==> config.mk <==
export PLATFORM = sky130hd
export DESIGN_NAME = interrupt_event_mask_bank
export DESIGN_NICKNAME = d
export VERILOG_FILES = /design/src/design/event_mask_pkg.sv /design/src/design/interrupt_event_mask_bank.sv
export SDC_FILE = /design/constraint.sdc
export NUM_CORES = 1
export LEC_CHECK = 0
export ABC_AREA = 1
export ABC_CLOCK_PERIOD_IN_PS = 6700
export BUFFER_PORTS_ARGS = -buffer_cell sky130_fd_sc_hd__buf_2
export CORE_UTILIZATION = 50
export DETAILED_ROUTE_END_ITERATION = 10
export GPL_TIMING_DRIVEN = 1
export PLACE_DENSITY = 0.76
export SYNTH_ARGS = -nofsm -noshare
export SYNTH_HDL_FRONTEND = slang
export SYNTH_SLANG_ARGS = --single-unit
==> constraint.sdc <==
create_clock -name mclk -period 6.7 [get_ports mclk]
set_clock_uncertainty 0.1 [all_clocks]
set_input_delay 1.34 -clock mclk [delete_from_list [all_inputs] [get_ports mclk]]
set_output_delay 1.34 -clock mclk [all_outputs]
set_load 0.005 [all_outputs]
==> src/design/event_mask_pkg.sv <==
// ============================================================
// Event mask bank constants
package event_mask_pkg;

  // ============================================================
  // Widths
  localparam int ADDR_W     = 12;                 // Avalon byte address width
  localparam int DATA_W     = 32;                 // Avalon data width
  localparam int MASK_W     = 8;                  // Width of one mask byte
  localparam int MASK_COUNT = 15;                 // Mask bytes in the bank
  localparam int SLOT_W     = 4;                  // Width of a slot number
  localparam int EVENT_W    = MASK_W * MASK_COUNT; // Event lanes in total

  // ============================================================
  // Register indices (byte address is four times the index)
  localparam logic [9:0] IDX_CLOCK_WDOG_EEPROM = 10'h10f; // clock_watchdog_eeprom_event_enable
  localparam logic [9:0] IDX_REF_AB            = 10'h110; // ref_ab_event_enable
  localparam logic [9:0] IDX_REF_CD            = 10'h111; // ref_cd_event_enable
  localparam logic [9:0] IDX_LOOP0_LOCK        = 10'h112; // loop0_lock_event_enable
  localparam logic [9:0] IDX_LOOP0_MODE        = 10'h113; // loop0_mode_event_enable
  localparam logic [9:0] IDX_LOOP0_MISC        = 10'h114; // loop0_misc_event_enable
  localparam logic [9:0] IDX_LOOP1_FIRST       = 10'h115; // Loop 1 lock byte
  localparam logic [9:0] IDX_LAST              = 10'h11d; // Loop 3 misc byte
  localparam int         LOOP_BYTES            = 3;       // Mask bytes per digital loop

  // Paired monitor byte address of slot 0
  localparam logic [15:0] MONITOR_BASE = 16'h0d08;
  localparam logic [15:0] MONITOR_LAST = 16'h0d16;

  // ============================================================
  // Reset value and reserved bits
  localparam logic [MASK_W-1:0] MASK_RESET   = 8'h00;
  localparam logic [MASK_W-1:0] REF_WRITABLE = 8'h77; // Bits 7 and 3 reserved
  localparam logic [MASK_W-1:0] ALL_WRITABLE = 8'hff;
  localparam logic [SLOT_W-1:0] SLOT_REF_AB  = 4'h1;
  localparam logic [SLOT_W-1:0] SLOT_REF_CD  = 4'h2;

  // ============================================================
  // Field positions: clock, watchdog and EEPROM byte
  localparam int B_CLK_UNLOCKED   = 7;
  localparam int B_CLK_STABLE     = 6;
  localparam int B_CLK_LOCKED     = 5;
  localparam int B_CLK_CAL_END    = 4;
  localparam int B_CLK_CAL_START  = 3;
  localparam int B_WDOG_EXPIRED   = 2;
  localparam int B_EEPROM_FAULT   = 1;
  localparam int B_EEPROM_DONE    = 0;
  // Reference bytes: input A/C low nibble, B/D high nibble
  localparam int B_REF_FAULT      = 0;
  localparam int B_REF_CLEARED    = 1;
  localparam int B_REF_VALID      = 2;
  localparam int REF_HI_SHIFT     = 4;
  // Loop lock byte
  localparam int B_FREQ_UNCLAMPED = 7;
  localparam int B_FREQ_CLAMPED   = 6;
  localparam int B_SLEW_UNLIMITED = 5;
  localparam int B_SLEW_LIMITED   = 4;
  localparam int B_FREQ_UNLOCKED  = 3;
  localparam int B_FREQ_LOCKED    = 2;
  localparam int B_PHASE_UNLOCKED = 1;
  localparam int B_PHASE_LOCKED   = 0;
  // Loop mode byte
  localparam int B_SWITCHING      = 7;
  localparam int B_FREE_RUN       = 6;
  localparam int B_HOLDOVER       = 5;
  localparam int B_HISTORY        = 4;
  localparam int B_REF_ACTIVE_A   = 0;  // A..D in bits 0..3
  // Loop misc byte
  localparam int B_PHASE_STEP     = 7;
  localparam int B_DEMAP_UNCLAMP  = 6;
  localparam int B_DEMAP_CLAMP    = 5;
  localparam int B_DIST_SYNC      = 4;
  localparam int B_ALOOP_UNLOCKED = 3;
  localparam int B_ALOOP_LOCKED   = 2;
  localparam int B_ALOOP_CAL_DONE = 1;
  localparam int B_ALOOP_CAL_GO   = 0;

  // ============================================================
  // Avalon response codes
  localparam logic [1:0] RESP_OKAY   = 2'b00;
  localparam logic [1:0] RESP_DECODE = 2'b11;

  // Bus answer state, one-hot
  typedef enum logic [1:0] {
    BUS_IDLE   = 2'b01,
    BUS_ANSWER = 2'b10
  } bus_state_t;

endpackage : event_mask_pkg

==> src/design/interrupt_event_mask_bank.sv <==
`timescale 1ns/1ps
module interrupt_event_mask_bank (
  // Clock and reset
  input  wire logic                                   mclk,
  input  wire logic                                   reset_n,
  // Avalon-MM slave
  input  wire logic [event_mask_pkg::ADDR_W-1:0]      address,
  input  wire logic                                   read,
  input  wire logic                                   write,
  input  wire logic [3:0]                             byteenable,
  input  wire logic [event_mask_pkg::DATA_W-1:0]      writedata,
  output logic      [event_mask_pkg::DATA_W-1:0]      readdata,
  output logic      [1:0]                             response,
  output logic                                        waitrequest,
  // Raw event pulses, one lane per monitor bit
  input  wire logic [event_mask_pkg::EVENT_W-1:0]     eventIn,
  // Gated events towards the monitor registers
  output logic      [event_mask_pkg::EVENT_W-1:0]     monitorSet
);
  import event_mask_pkg::*;

  // ============================================================
  // Helper functions

  // True when the byte address lands on a mask byte
  function automatic logic isMapped(input logic [ADDR_W-1:0] addr);
    logic [9:0] idx;
    idx = addr[ADDR_W-1:2];
    isMapped = (addr[1:0] == 2'b00) && (idx >= IDX_CLOCK_WDOG_EEPROM) && (idx <= IDX_LAST);
  endfunction : isMapped

  // Slot number within the bank for a mapped address
  function automatic logic [SLOT_W-1:0] slotOf(input logic [ADDR_W-1:0] addr);
    logic [9:0] diff;
    diff = addr[ADDR_W-1:2] - IDX_CLOCK_WDOG_EEPROM;
    slotOf = diff[SLOT_W-1:0];
  endfunction : slotOf

  // Bits that software may set in a slot; reserved bits stay zero
  function automatic logic [MASK_W-1:0] writableBits(input logic [SLOT_W-1:0] slot);
    if (slot == SLOT_REF_AB || slot == SLOT_REF_CD) begin
      writableBits = REF_WRITABLE;
    end else begin
      writableBits = ALL_WRITABLE;
    end
  endfunction : writableBits

  // Slot of a word index within the bank
  function automatic int slotNum(input logic [9:0] idx);
    slotNum = int'(idx - IDX_CLOCK_WDOG_EEPROM);
  endfunction : slotNum

  // Event lane of bit b in the mask byte at word index idx
  function automatic int laneOf(input logic [9:0] idx, input int b);
    laneOf = slotNum(idx) * MASK_W + b;
  endfunction : laneOf

  // ============================================================
  // Storage

  logic [MASK_W-1:0]  maskReg [MASK_COUNT];  // Enable bytes, slot 0 = index 0x10f
  logic [EVENT_W-1:0] maskFlat;              // Enable bytes laid out as event lanes
  bus_state_t         busState;              // Bus answer state
  logic               accepted;              // Request taken at this edge
  logic               reqMapped;             // Current address hits a mask byte
  logic [SLOT_W-1:0]  reqSlot;               // Slot addressed by the request

  assign reqMapped = isMapped(address);
  assign reqSlot   = slotOf(address);
  assign accepted  = (read || write) && !waitrequest;

  // Flatten the bank so lane 8*k+b pairs monitor byte k, bit b
  always_comb begin
    for (int k = 0; k < MASK_COUNT; k++) begin
      maskFlat[k*MASK_W +: MASK_W] = maskReg[k];
    end
  end

  // ============================================================
  // Bus answer sequencing

  // One wait cycle, then the answer edge, then idle again
  always_ff @(posedge mclk) begin
    if (!reset_n) begin
      busState    <= BUS_IDLE;
      waitrequest <= 1'b1;
    end else begin
      case (busState)
        // Request seen: drop waitrequest for the next edge
        BUS_IDLE: begin
          if (read || write) begin
            busState    <= BUS_ANSWER;
            waitrequest <= 1'b0;
          end
        end
        // Request taken at this edge: raise waitrequest again
        BUS_ANSWER: begin
          busState    <= BUS_IDLE;
          waitrequest <= 1'b1;
        end
        // Recover from an illegal code
        default: begin
          busState    <= BUS_IDLE;
          waitrequest <= 1'b1;
        end
      endcase
    end
  end

  // Read data and response, ready before the answer edge
  always_ff @(posedge mclk) begin
    if (!reset_n) begin
      readdata <= '0;
      response <= RESP_OKAY;
    end else if (busState == BUS_IDLE && (read || write)) begin
      if (reqMapped) begin
        // Byte in the low lane, upper bits read zero
        readdata <= {{(DATA_W-MASK_W){1'b0}}, maskReg[reqSlot]};
        response <= RESP_OKAY;
      end else begin
        // Unmapped: zero data and a decode error
        readdata <= '0;
        response <= RESP_DECODE;
      end
    end
  end

  // ============================================================
  // Enable bytes

  // Writes land on the answer edge; reserved bits forced to zero
  always_ff @(posedge mclk) begin
    if (!reset_n) begin
      for (int k = 0; k < MASK_COUNT; k++) begin
        maskReg[k] <= MASK_RESET;
      end
    end else if (write && accepted && reqMapped && byteenable[0]) begin
      // Same layout in every loop group
      maskReg[reqSlot] <= writedata[MASK_W-1:0] & writableBits(reqSlot);
    end
  end

  // ============================================================
  // Event gating

  // Each event lane passes only while its enable bit is one
  always_ff @(posedge mclk) begin
    if (!reset_n) begin
      monitorSet <= '0;
    end else begin
      // Lane positions
      monitorSet <= eventIn & maskFlat;
    end
  end
endmodule : interrupt_event_mask_bank

Word-level counts from Yosys, hierarchy flattened:

Memories as Yosys holds them, arrays and structs flattened.
Cells that the tools add are included.

* eq/ne operators: 3
* $add $sub $neg: 1
* magnitude comparators: 2
* reductions and logical operators: 13
* bitwise logic cells: 2
* muxes and demuxes: 12

Operator list (number)
* 120-bit bitwise AND: 1
* 8-bit 2-to-1 mux: 5
* 10-bit by 9-bit greater-or-equal comparator with 1-bit output, second input constant: 1
* 10-bit by 9-bit less-or-equal comparator with 1-bit output, second input constant: 1
* 8-bit bitwise AND: 1
* 8-bit OR reduction: 1
* 1-bit logical AND: 7
* 1-bit 2-to-1 mux: 5
* 4-bit by 1-bit equality test with 1-bit output, second input constant: 1
* 4-bit by 2-bit equality test with 1-bit output, second input constant: 1
* 4-bit 2-to-1 mux: 1
* 4-bit subtractor, second input constant: 1
* 2-bit by 1-bit equality test with 1-bit output, second input constant: 1
* 2-bit logical NOT: 1
* 1-bit logical OR: 2
* 2-bit 2-to-1 mux: 1
* 2-bit AND reduction: 1
* 1-bit logical NOT: 1

* register bits: 157
* word-level logic and storage cells: 39
* RAM bits: 120
* memories kept: 1
* output and inout port bits: 155

Memory list
* maskReg: words 15, bits a word 8, read ports 16, clocked after Yosys merged registers in 0, wr ports 15, line interrupt_event_mask_bank.sv:61 `logic [MASK_W-1:0] maskReg [MASK_COUNT];`

Logic depth before layout (Yosys ltp):

* depth after elaboration: 10
* depth in mapped cells: 13
* depth with buffers taken out: 11

Least setup slack after synthesis:

No wires, ideal clock.

* path kind: input-to-reg
* from: in address[2] (netlist bit)
* to: mem maskReg[15][0] (enable)
* stages on the path: 12
* setup slack: 2.791 ns
* data required time: 6.230 ns
* buffers on the path: 4
* arrival time: 3.439 ns
* cell sequence: inv_1 -> buf_2 -> buf_1 -> ha_1 -> buf_2 -> nor2_1 -> nand4_1 -> nand3_2 -> nor3_4 -> buf_12 -> nand2_1 -> nor2_1

RTL lines
* from (decl): line interrupt_event_mask_bank.sv:7 `input wire logic [event_mask_pkg::ADDR_W-1:0] address,`
* to (decl): line interrupt_event_mask_bank.sv:61

==> results summary <==
The slew of the pin with the lowest slew margin came out at 858 ps. Net switching is 23.2% of the power. The run finished with clean final reports. The average routed wire per standard cell came out at 16.8 um.

The clock group share of total power came out at 42.5%. The top achievable clock speed came out at 0.242 GHz. STA classifies the critical path endpoint as a flip-flop. The gate count after technology mapping is 1093. The count of final setup violators came out at 0. The global-route wire length before repair is 41.1 mm. The static power due to leakage came out at 0.00586 uW.

The placer's final routability congestion estimate is between 0.9 and 1. The global-route congestion overflow total came out at 0. The most common cell in the synthesized netlist is nand2_1.

OpenSTA, run right after detailed placement, puts the worst setup slack at 2060 ps. The number of ports placed on the die boundary came out at 327. The total global-route track usage is 26.2%. The total number of yosys warnings came out at 0. The internal power came out at 2680 uW. In this run the number of H-tree levels came out at 1. By count the netlist is led by nand2_1, nor2_1, dfxtp_1, edfxtp_1, nand3_1. In the synthesized netlist the async set-or-reset flop fraction comes to 0%. The worst register-to-register path begins at busState[0]$_SDFFE_PN1P_.

The floorplan has between 50 and 60 rows. The cell area that synthesis handed to floorplanning was 10200 um2. The final layout contains routed wiring with a total length of 27.6 mm. Setup repair after global routing left no endpoint under its margin. The initial antenna violation count is 5. The post-synthesis sequential area ratio is a little under two thirds. The most area-hungry cell type in the Yosys netlist is edfxtp_1. The start point of the worst min-delay path is readdata[6]$_SDFFE_PN0P_. The data required time at the worst endpoint is 6790 ps. The pin count of the biggest net entering global routing is 75. The peak ir drop on the vdd network is ~160 uV.

The total area inside the core boundary comes to 19700 um2. After layout, the worst setup slack is approximately 2600 ps. The number of global-route vias before repair came out at 7943. Once the clock tree was built, the resizer swapped 0 gates to a different size. Combinational logic is responsible for 7.9% of the overall power. The final max-slew violation count came out at 0. The pre-antenna-repair detailed-routing pass consisted of 5 iterations. The first element of the critical path is address[2]. The fraction of the cycle the final worst path needs is 61.7%.

The synthesized design contains 259 register bits. The hold path depth is 2. The worst-case clock buffer depth is 3. The kind of start point of the critical path is a primary input. For this design the ratio of total power to cell area is 280 nW/um2. After the last flow step, the layout net total stands at 1532. TritonCTS built the clock tree. The largest fanout on the critical path is 31. The buffer count from post-CTS setup fixing came out at 0.

The post-route antenna net violation count came out at 0. The number of maximum-capacitance violations is 0. The final count of hold timing violations came out at 0. The start-to-end type of the worst setup path is in2reg.

The portion of synthesized cell area occupied by the leading cell type is a little under two fifths. The net switching power is around 810 uW. In this run the tightest slew margin relative to its limit is between 40% and 50%. After detailed routing, the number of remaining DRC violations is 0. The total non-filler cell area in the finished layout is ~12000 um2.

Among all flip-flop cells after synthesis, the most frequent one is dfxtp_1. The violation count after the first detailed-route iteration is 693. The tree is rooted in a clkbuf_16. The clock period minus worst slack came out at 4130 ps.

The count of input and output buffers is 275. The number of clock sinks seen by CTS came out at 259. The share of power burned in registers came out at between 40% and 50%. The die is 145 um tall. The share of post-route cells with drive strength above 1 is 25.9%.

Detailed placement finished with a half-perimeter wire length of approximately 19 mm. The die covers between 20000 and 25000 um2. The signed area change from the synthesized netlist to the final layout is 22.8%.

The tightest min-delay check is of the reg2reg type. The worst register-to-register path has a depth of 6. The final total negative setup slack came out at 0 ps. The clock input transition at the sequential cells of the worst setup and hold paths is 70 ps.

The placed instances occupy a cell area of roughly 12000 um2. The number of flops mapped to enable cells by yosys came out at roughly 130. The quantity of hold-fixing buffers added after cts is 0.

For the worst setup path, the data arrival time is roughly 4200 ps. For the worst-skew pair, the clock arrives at the later sink with an insertion delay of about 520 ps. The detailed-route vias per instance is ~5.0.

The width of the die came out at 145 um. The TritonCTS buffer count is 26. After synthesis, the mean cell area works out to 9.29 um2. Sorting the synthesized cells by area gives the leading types as edfxtp_1, dfxtp_1, nand2_1. The final-layout worst hold slack is 364 ps.

For this configuration, the core starts out at a cell density of 51.7%. The number of distinct library cells after synthesis came out at 30. The total number of vias came out at 8296.
## final timing paths
check | slack (ps) | to
setup / recovery | 2570 | maskReg[1][3]$_SDFFCE_PN0P_
hold / removal | 360 | readdata[6]$_SDFFE_PN0P_
setup reg to reg | 4120 | maskReg[1][3]$_SDFFCE_PN0P_
hold reg to reg | 360 | readdata[6]$_SDFFE_PN0P_
## logic make-up after synthesis
logic type / count (synthesis) / share of synthesized area, %
AO/OA/AOI/OAI: 33 / 1.75
adder cells (fa/ha/maj): 4 / 0.493
buffers and inverters: 113 / 5.77
flip-flops: 259 / 63.7
other: 1 / 0.0369
AND/OR/NAND/NOR: 683 / 28.3
## through the flow
stage | util (%) | std cells | total power [uW]
floorplan | - | 1120 | 1920
CTS | 63.4 | 1641 | 3500
global placement | 58.9 | 1593 | 2030
global route | 63.4 | 1644 | 3610
detailed placement | 58.9 | 1593 | 2040
finish | 63.5 | 1645 | 3490
## cells in the final DEF, fill, tap and decap left out
cell type and instances:
a21oi_1 28, nor2_2 10, inv_2 4, conb_1 28, nand3_4 9, o21ai_0 2
clkbuf_16 29, nand4_1 4, buf_2 275, o21ai_2 1, inv_4 1, clkinv_1 5
diode_2 4, nand3_1 65, nor3_4 1, buf_4 5, nand2_1 334, bufinv_16 1
nor2_1 251, clkbuf_8 6, nor2_8 1, nand3_2 5, inv_1 34, clkinv_2 6
nand2_2 2, ha_1 4, edfxtp_1 128, o21bai_2 1, clkbuf_1 3, dfxtp_1 131
o211ai_1 1, nor3_1 1
## critical path, stage by stage
cell and delay, ps:
buf_2 500, ha_1 450, nand2_2 110, o21bai_2 170
nand3_2 120, nor3_4 520, buf_4 340, nand3_1 270
nand2_1 380
## flip-flops by register name (all words and copies together) (netlist names)
name	count
monitorSet	120
busState	2
readdata	8
response	1
maskReg	128
## power by group through the flow
stage / clock [uW] / combinational, uW / sequential (uW)
detailed placement: 0 / 271 / 1770
floorplan: 0 / 160 / 1760
finish: 1480 / 275 / 1730
CTS: 1490 / 273 / 1730
global route: 1570 / 304 / 1740
global placement: 0 / 266 / 1760
## final cells by class
cell class | count | area, um2
clock inverters | 10 | 71.3
inverters | 41 | 156
fillers | 1672 | 7180
multi-input cells | 748 | 3200
flip-flops and latches | 259 | 6470
repair buffers | 280 | 1410
well taps | 265 | 332
clock buffers | 38 | 820
diodes | 4 | 10.0
## routing by layer
layer | vias to the layer above | routed length, um | GRT usage, % | share of wire (%)
met2 | 414 | 13500 | 44.9 | 49
li1 | 3961 | - | - | -
met5 | - | 0 | 0 | 0
met3 | 50 | 2570 | 4.90 | 9.3
met1 | 3871 | 10800 | 33.4 | 39
met4 | 0 | 700 | 8.53 | 2.5
Power figures use the tool's default switching activity.
